--- config.mk ---
export PLATFORM = sky130hd
export DESIGN_NAME = mmlq_top
export DESIGN_NICKNAME = d
export VERILOG_FILES = /design/src/shared/mmlq_pkg.sv /design/src/shared/mmlq_rg_if.sv /design/src/mmlq_rg_engine.sv /design/src/mmlq_top.sv
export VERILOG_INCLUDE_DIRS = /design/src /design/src/shared
export SDC_FILE = /design/constraint.sdc
export NUM_CORES = 1
export LEC_CHECK = 0
export ABC_AREA = 1
export BUFFER_PORTS_ARGS = -buffer_cell sky130_fd_sc_hd__buf_2
export CORE_UTILIZATION = 48
export CTS_BUF_LIST = sky130_fd_sc_hd__clkbuf_4 sky130_fd_sc_hd__clkbuf_8
export CTS_CLUSTER_DIAMETER = 50
export DETAILED_ROUTE_END_ITERATION = 12
export PLACE_DENSITY = 0.77
export SYNTH_ARGS = -nofsm -noshare
export SYNTH_HDL_FRONTEND = slang
export SYNTH_HIERARCHICAL = 1
export SYNTH_SLANG_ARGS = --single-unit
--- constraint.sdc ---
create_clock -name core_clk -period 1.05 [get_ports core_clk]
set_input_delay 0.105 -clock core_clk [delete_from_list [all_inputs] [get_ports core_clk]]
set_output_delay 0.105 -clock core_clk [all_outputs]
set_load 0.01 [all_outputs]
--- src/shared/mmlq_regs.svh ---
// Timing and encoding constants for the lock, queue status and bus handoff block.
// Assumes inclusion by bare name from the engine and top design files.
`ifndef MMLQ_REGS_SVH
`define MMLQ_REGS_SVH
`define MMLQ_QS_NOP 2'h0
`define MMLQ_QS_FIRST 2'h1
`define MMLQ_QS_FLUSH 2'h2
`define MMLQ_QS_NEXT 2'h3
`define MMLQ_GAP_CYCLES 2'h1
`endif

--- src/shared/mmlq_pkg.sv ---
// Types for the lock, queue status and bus handoff block.
// Assumes the constants header is on the include path.
package mmlq_pkg;
    typedef enum logic [2:0] {
        MMLQ_IDLE,
        MMLQ_PEND,
        MMLQ_GRANT,
        MMLQ_HELD,
        MMLQ_GAP
    } mmlq_rg_t;
endpackage : mmlq_pkg

--- src/shared/mmlq_rg_if.sv ---
// Carrier between the top and the request/grant line engine.
// Assumes a single clock domain.
`timescale 1ns/100ps
interface mmlq_rg_if;
    logic ok_to_yield;
    logic granted;
    logic bus_float;
    modport top (output ok_to_yield, input granted, input bus_float);
    modport eng (input ok_to_yield, output granted, output bus_float);
endinterface : mmlq_rg_if

--- src/mmlq_rg_engine.sv ---
// One request/grant line engine: request, grant, release.
// Assumes the line input is already synchronised to core_clk.
`timescale 1ns/100ps
module mmlq_rg_engine
    import mmlq_pkg::*;
(
    input wire logic core_clk,
    input wire logic rst,
    input wire logic line_in,
    output logic line_out,
    output logic line_oe_n,
    mmlq_rg_if.eng ctl
);
    `include "mmlq_regs.svh"
    mmlq_rg_t state_r, state_nxt;
    logic line_d_r, line_d_nxt;
    // Our own grant pulse comes back through the pad synchroniser; mask it so it is not taken as a release
    logic [1:0] echo_r, echo_nxt;

    // ----------------------------------------
    // Handshake sequencing
    // ----------------------------------------
    always_comb begin
        state_nxt = state_r;
        line_d_nxt = line_in;
        echo_nxt = {echo_r[0], state_r == MMLQ_GRANT};
        case (state_r)
            MMLQ_IDLE: begin
                if (!line_in && line_d_r) begin
                    state_nxt = MMLQ_PEND;
                end
            end
            MMLQ_PEND: begin
                if (ctl.ok_to_yield) begin
                    state_nxt = MMLQ_GRANT;
                end
            end
            MMLQ_GRANT: state_nxt = MMLQ_HELD;
            MMLQ_HELD: begin
                if (!line_in && line_d_r && (echo_r == 2'h0)) begin
                    state_nxt = MMLQ_GAP;
                end
            end
            MMLQ_GAP: state_nxt = MMLQ_IDLE;
            default: state_nxt = MMLQ_IDLE;
        endcase
    end

    always_ff @(posedge core_clk) begin
        if (rst) begin
            state_r <= MMLQ_IDLE;
            line_d_r <= 1'b1;
            echo_r <= 2'h0;
        end else begin
            state_r <= state_nxt;
            line_d_r <= line_d_nxt;
            echo_r <= echo_nxt;
        end
    end

    // Drive low only for the grant clock; otherwise the line floats
    assign line_out = 1'b0;
    assign line_oe_n = (state_r != MMLQ_GRANT);
    assign ctl.granted = (state_r == MMLQ_GRANT) || (state_r == MMLQ_HELD);
    assign ctl.bus_float = ctl.granted;
endmodule : mmlq_rg_engine

--- src/mmlq_top.sv ---
// Maximum-mode lock, queue status and request/grant handoff logic.
// Assumes the core supplies one-cycle event strobes on core_clk,
// and that the line pads add the weak pull-up that holds idle lines high.
`timescale 1ns/100ps
module mmlq_top
    import mmlq_pkg::*;
(
    input wire logic core_clk,
    input wire logic rst,
    input wire logic lock_prefix,
    input wire logic instr_done,
    input wire logic int_ack_cycle,
    input wire logic int_ack_second,
    input wire logic t2_state,
    input wire logic t4_or_idle,
    input wire logic odd_word_low,
    input wire logic q_first,
    input wire logic q_next,
    input wire logic q_flush,
    input wire logic req_grant_line_a_in,
    output logic req_grant_line_a_out,
    output logic req_grant_line_a_oe_n,
    input wire logic req_grant_line_b_in,
    output logic req_grant_line_b_out,
    output logic req_grant_line_b_oe_n,
    output logic lock_n_out,
    output logic lock_n_oe_n,
    output logic queue_state_hi,
    output logic queue_state_lo,
    output logic bus_float,
    output logic bus_grant_a,
    output logic bus_grant_b
);
    `include "mmlq_regs.svh"

    // ----------------------------------------
    // Pin synchronisers
    // ----------------------------------------
    logic [1:0] sa_r, sa_nxt, sb_r, sb_nxt;
    always_comb begin
        sa_nxt = {sa_r[0], req_grant_line_a_in};
        sb_nxt = {sb_r[0], req_grant_line_b_in};
    end
    always_ff @(posedge core_clk) begin
        if (rst) begin
            sa_r <= 2'h3;
            sb_r <= 2'h3;
        end else begin
            sa_r <= sa_nxt;
            sb_r <= sb_nxt;
        end
    end

    // ----------------------------------------
    // Lock output
    // ----------------------------------------
    logic pfx_lock_r, pfx_lock_nxt, ack_lock_r, ack_lock_nxt, pend_done_r, pend_done_nxt;
    logic lock_n_r, lock_n_nxt;
    mmlq_rg_if ifa ();
    mmlq_rg_if ifb ();
    logic any_float;
    assign any_float = ifa.bus_float || ifb.bus_float;

    always_comb begin
        pfx_lock_nxt = pfx_lock_r;
        pend_done_nxt = pend_done_r;
        ack_lock_nxt = ack_lock_r;
        // Prefix arms; first done ends prefix, second done ends locked instruction
        if (lock_prefix) begin
            pfx_lock_nxt = 1'b1;
            pend_done_nxt = 1'b1;
        end else if (instr_done && pfx_lock_r) begin
            if (pend_done_r) begin
                pend_done_nxt = 1'b0;
            end else begin
                pfx_lock_nxt = 1'b0;
            end
        end
        if (int_ack_cycle && t2_state) begin
            ack_lock_nxt = !int_ack_second;
        end
        lock_n_nxt = !(pfx_lock_nxt || ack_lock_nxt);
    end
    always_ff @(posedge core_clk) begin
        if (rst) begin
            pfx_lock_r <= 1'b0;
            pend_done_r <= 1'b0;
            ack_lock_r <= 1'b0;
            lock_n_r <= 1'b1;
        end else begin
            pfx_lock_r <= pfx_lock_nxt;
            pend_done_r <= pend_done_nxt;
            ack_lock_r <= ack_lock_nxt;
            lock_n_r <= lock_n_nxt;
        end
    end
    assign lock_n_out = lock_n_r;
    // Released to the pad while the other master owns the bus; pull-up gives a one
    assign lock_n_oe_n = any_float;

    // ----------------------------------------
    // Queue status
    // ----------------------------------------
    logic [1:0] qs_r, qs_nxt;
    always_comb begin
        if (q_flush) begin
            qs_nxt = `MMLQ_QS_FLUSH;
        end else if (q_first) begin
            qs_nxt = `MMLQ_QS_FIRST;
        end else if (q_next) begin
            qs_nxt = `MMLQ_QS_NEXT;
        end else begin
            qs_nxt = `MMLQ_QS_NOP;
        end
    end
    always_ff @(posedge core_clk) begin
        if (rst) begin
            qs_r <= `MMLQ_QS_NOP;
        end else begin
            qs_r <= qs_nxt;
        end
    end
    // Plain outputs, no enable: never floated
    assign queue_state_hi = qs_r[1];
    assign queue_state_lo = qs_r[0];

    // ----------------------------------------
    // Yield conditions
    // ----------------------------------------
    logic yield_ok;
    logic ifa_pend;
    // Line a outranks line b; b waits while a's request is low on the line or a is granted or held
    always_comb begin
        yield_ok = t4_or_idle && !odd_word_low
            && !(int_ack_cycle && !int_ack_second) && !pfx_lock_r;
    end
    assign ifa.ok_to_yield = yield_ok && !ifb.granted;
    assign ifb.ok_to_yield = yield_ok && !ifa.granted && !ifa_pend;
    assign ifa_pend = !sa_r[1] && !ifa.granted;

    mmlq_rg_engine u_eng_a (
        .core_clk(core_clk),
        .rst(rst),
        .line_in(sa_r[1]),
        .line_out(req_grant_line_a_out),
        .line_oe_n(req_grant_line_a_oe_n),
        .ctl(ifa.eng)
    );
    mmlq_rg_engine u_eng_b (
        .core_clk(core_clk),
        .rst(rst),
        .line_in(sb_r[1]),
        .line_out(req_grant_line_b_out),
        .line_oe_n(req_grant_line_b_oe_n),
        .ctl(ifb.eng)
    );
    assign bus_float = any_float;
    assign bus_grant_a = ifa.granted;
    assign bus_grant_b = ifb.granted;
endmodule : mmlq_top

# Yosys cells after proc, flatten, opt, wreduce, memory -nomap -nowiden
# Index checks and enable logic that the tools add are counted.
dict set report totals {
  register_bits 22
  input_bits 14
  wordCells 81
}
dict set report classes {
  eq_ne 14
  n_mux 17
  reduce_logical 36
}
# operator n
set op_table {}
lappend op_table {{$pmux W3 S4} 2}
lappend op_table {{$mux W3} 6}
lappend op_table {{$logic_and A1 B1 Y1} 14}
lappend op_table {{$eq A3 B2 Y1 const B} 4}
lappend op_table {{$logic_not A1 Y1} 10}
lappend op_table {{$ne A2 B1 Y1 const B} 4}
lappend op_table {{$eq A3 B1 Y1 const B} 2}
lappend op_table {{$logic_not A3 Y1} 2}
lappend op_table {{$mux W1} 6}
lappend op_table {{$mux W2} 3}
lappend op_table {{$ne A3 B2 Y1 const B} 2}
lappend op_table {{$reduce_and A3 Y1} 2}
lappend op_table {{$logic_not A2 Y1} 2}
lappend op_table {{$logic_or A1 B1 Y1} 4}
lappend op_table {{$ne A2 B2 Y1 const B} 2}
lappend op_table {{$reduce_bool A2 Y1} 1}
lappend op_table {{$reduce_or A2 Y1} 1}

# Logic depth before layout (Yosys ltp)
dict set report logic_depth {
  depth_word 9
  depth_mapped 10
  depth_no_buf 9
}

# By module
# The synthesis kept the hierarchy.
# module n_inst cells_each area_each_um2 seq_area_each_um2
set by_module_without_submodules {}
lappend by_module_without_submodules {mmlq_rg_engine 2 42 291.5 120.1}
lappend by_module_without_submodules {mmlq_top 1 46 372.9 200.2}

# Worst setup path before layout
# Ideal clock, no wire load.
dict set report synth_timing {
  path_type {reg2reg}
  start {reg u_eng_b.state_r[2]}
  end {reg u_eng_a.state_r[0]}
  setup_time_ps 114
  arrival_ps 1040
  required_time_ps 936
  setup_slack_ps -104
  path_stages_with_launch 11
  n_path_buf 1
  period_less_slack_ps 1154
  path_cell_list {dfxtp_1 inv_1 nand2_1 inv_1 buf_4 nor2_1 inv_1 nand3_1 nand2_1 a21oi_1 nor2_1}
}
dict set report synth_between {
  elab_chain_cells 6
  elab_cells_between_ends 7
}
# element line
set synth_lines {}
lappend synth_lines {{from (decl)} mmlq_rg_engine.sv:15} ;# mmlq_rg_t state_r, state_nxt;
lappend synth_lines {{from (signal assigned)} mmlq_rg_engine.sv:55} ;# state_r <= state_nxt;
lappend synth_lines {{$eq A3 B2 Y1} mmlq_rg_engine.sv:64} ;# assign ctl.granted = (state_r == MMLQ_GRANT) || (state_r == MMLQ_HELD);
lappend synth_lines {{$logic_or A1 B1 Y1 (*)} mmlq_rg_engine.sv:64}
lappend synth_lines {{net ifb.bus_float} mmlq_rg_if.sv:7} ;# logic bus_float;
lappend synth_lines {{$logic_not A1 Y1 (*)} mmlq_top.sv:137} ;# assign ifa.ok_to_yield = yield_ok && !ifb.granted;
lappend synth_lines {{$logic_and A1 B1 Y1 (*)} mmlq_top.sv:137}
lappend synth_lines {{net ifa.ok_to_yield} mmlq_rg_if.sv:5} ;# logic ok_to_yield;
lappend synth_lines {{$ne A2 B2 Y1 (no source line) (*)} n/a}
lappend synth_lines {{$reduce_and A3 Y1 (no source line) (*)} n/a}
lappend synth_lines {{to (signal assigned)} mmlq_rg_engine.sv:55}
lappend synth_lines {{to (decl)} mmlq_rg_engine.sv:15}
# The timed path passes the listed nets; every way through them passes the cells marked *.
# A chain may end at the register's enable or synchronous reset.

# Final worst setup path
dict set report layout_timing {
  start {reg u_eng_a.state_r[2]}
  end {out bus_float}
}
dict set report layout_between {
  elab_chain_cells 3
  elab_cells_between_ends 4
}
# element line
set layout_lines {}
lappend layout_lines {{$eq A3 B2 Y1} mmlq_rg_engine.sv:64}
lappend layout_lines {{$logic_or A1 B1 Y1 (*)} mmlq_rg_engine.sv:64}
lappend layout_lines {{$logic_or A1 B1 Y1 (*)} mmlq_top.sv:62} ;# assign any_float = ifa.bus_float || ifb.bus_float;
lappend layout_lines {{to (decl)} mmlq_top.sv:30} ;# output logic bus_float,
# Mark *: on every way between the ends. The rest lies on a longest branch, timed or not.

==> metrics <==
combinational cell fraction of total power=a little over a quarter; sequential area share after synthesis=46.1%; Placed Area=1090 um2; die area=approximately 2200 um2; crit-path max FO=2; Crit. path cell count=5; Mean Syn Cell Area=7.35 um2; CP max-delay cell=dfxtp_2; most used cell, CP=inv_2; PnR worst setup slack=-0.267 ns; WP data required=0.94 ns; kind of critical path=reg2out; vias post-DR=around 910; final core occ=77.1%; reg2reg start=u_eng_a/state_r[2]; # setup viols final=12; Net Sw Frac=28.5%; Finished Layout Cells=192; final WL=2230 um; first-pass GRT wire length=about 3200 um; Fin Hold WS=approximately 0.045 ns; CP Capture Type=primary output; fmax=759 MHz; Max IR drop VDD=between 0.9 and 1 mV; Sequential Power Share=about 44%; antenna-violating nets left=0; Clock H-tree levels=1; CTS buffer count=3; GRT Total Usage=21.8%; vias in the first global route=845; top cell type's share of synthesized area=46.1%; Fin Clk Skew=0.00456 ns; Starting Density=about 53%; clk buf depth=2; syn nets=144; Pins Over Slew Limit=0; failing checks=setup timing; I/O pin count=25; 1st-iter DRT viols=7; Syn. warnings=6; P per Cell Area=1570 nW/um2; reg2reg setup slack=-0.21 ns; remaining global-route overflow=0; Placer Congestion=0.800; Psw=roughly 620 uW; TritonCTS sink count=22; CTS root buf=clkbuf_4; TritonCTS clock tree=yes; Hold Crit Depth=3; Worst-Skew Late Latency=0.31 ns; Leak=0.000687 uW; # rows=15; FF+latch count, synth=22; Yosys cell types=19; Worst setup SP type=register; Worst Path Arrival=about 1.2 ns; crit-path cells=inv_2 > nand2_2 > inv_2 > or2_4 > buf_6; most frequent cells in the layout=nand2_1 (20), buf_2 (17), inv_1 (16), nor2_1 (16), dfxtp_1 (15); Filler Cell Count=131; final number of hold-violating endpoints=0; Die W=between 40 and 50 um; commonest non-fill, non-tap cell in the layout=nand2_1; Max stage delay on crit path=0.38 ns; Hold WC Path Type=in2reg; Crit path max-delay family=flip-flops; fin area=1390 um2; post-synthesis cell count=130; Placed Cells=175; Yosys top cell by area=dfxtp_1; top post-synthesis cells by area=dfxtp_1 (46%), nand2_1 (9.0%), inv_1 (7.9%), nor2_1 (7.5%), nand3_1 (4.7%); drt pass-1 iters=3; IO Port Bufs=22; start point of the worst min-delay path=q_next; # nets final=182; WL/cell=11.6 um; RSZ-0062 raised after global routing=true; DRC viols=0; largest net degree at the start of global routing=23; status=finished, violations left; Die Y=46.6 um; Clk network pwr share=29.7%; crit path time final=between 1 and 1.5 ns; # diodes=0; Max Cap Viol=0; Reg2Reg Depth=10; P&R area growth vs syn=45.3%; Crit path buffers/inverters=3; FF-to-FF End=u_eng_b/state_r[0]; initial antenna violation count=0; Pint=1560 uW; share of layout cells above drive strength 1=46.7%; hpwl dp=1220 um; mapped cell area=956 um2; final period utilization=125%; Clk pin slew, worst setup/hold paths=0.12 ns; core box area=~1800 um2; drt via density=4.71; hold endpoint=qs_r[1]
-- flip-flops by register name (all words and copies together), names as in the netlist, 2 cells and up --
register,count
sb_r,2
u_eng_a/echo_r,2
sa_r,2
u_eng_b/state_r,3
u_eng_b/echo_r,2
u_eng_a/state_r,3
qs_r,2
-- final cells by class --
| cell class | count | area, um2 | share of cell area (%) |
|---|---|---|---|
| timing repair buffer | 39 | 292 | 21.0 |
| sequential | 22 | 454 | 32.7 |
| multi-input combinational | 80 | 477 | 34.3 |
| clock inverter | 1 | 30.0 | 2.16 |
| clock buffer | 3 | 22.5 | 1.62 |
| tap | 25 | 31.3 | 2.25 |
| inverter | 22 | 82.6 | 5.95 |
-- cell usage after synthesis --
library cell,instances
a21oi_1,7
a31oi_1,2
buf_4,5
buf_6,1
conb_1,2
dfxtp_1,22
inv_1,20
inv_2,2
nand2_1,23
nand2_2,2
nand3_1,9
nand3_2,2
nand4_1,1
nor2_1,19
nor2_2,3
nor3_1,1
nor3_2,2
or2_1,6
or2_2,1
-- layer usage --
| metal | part of all wire (%) | vias to the layer above | global-route usage [%] |
|---|---|---|---|
| met5 | 0 | - | 0 |
| met4 | 2.6 | 0 | 10.3 |
| met3 | 3.3 | 6 | 3.14 |
| met2 | 55 | 28 | 45.8 |
| met1 | 39 | 410 | 19.0 |
| li1 | - | 461 | - |
-- worst min-delay path: stages --
cell,delay (ns)
buf_2,0.09
a21oi_1,0.06
nor2_1,0.08
-- power groups by stage --
| stage | sequential [uW] | clock, uW | combinational, uW |
|---|---|---|---|
| after floorplan | 957 | 0 | 264 |
| after global placement | 959 | 0 | 337 |
| after detailed placement | 961 | 0 | 347 |
| after CTS | 953 | 667 | 483 |
| after global routing | 967 | 700 | 622 |
| final | 961 | 648 | 576 |
-- how the worst max path moves through the flow --
stage                             from               endpoint  slack (ns)
floorplan           u_eng_b/state_r[2]     u_eng_a/state_r[0]      -0.009
global placement            pfx_lock_r     u_eng_b/state_r[0]       -0.01
detailed placement          pfx_lock_r     u_eng_b/state_r[0]       -0.04
CTS                 u_eng_b/state_r[0]  req_grant_line_b_oe_n       -0.25
global route        u_eng_b/state_r[2]            lock_n_oe_n       -0.31
finish              u_eng_a/state_r[2]              bus_float       -0.27
-- metrics by stage --
step / setup slack (ns) / total power, uW / setup TNS (ns)
6_report: -0.267 / 2180 / -2.15
5_1_grt: -0.310 / 2290 / -2.82
4_1_cts: -0.251 / 2100 / -1.70
3_5_place_dp: -0.0432 / 1310 / -0.0469
3_3_place_gp: -0.0120 / 1300 / -0.0120
2_1_floorplan: -0.00915 / 1220 / -0.0180
-- repair_timing --
action | CTS | global route
hold endpoints to repair | 3 | 0
setup buffers | 10 | 2
gates resized for setup | 26 | 11
pin swaps | 5 | 2
hold buffers | 3 | 0
endpoints found under the setup margin | 11 | 12
-- logic make-up (layout without fill, tap and decap cells) --
group                  after synthesis  after routing  share of synthesized area, %
buffers and inverters               28             65                          13.7
and+or+nand+nor                     69             69                          34.4
other                                2              2                         0.786
DFF                                 22             22                          46.1
AOI/OAI and AO/OA                    9              9                          4.97
Power figures use the tool's default switching activity.
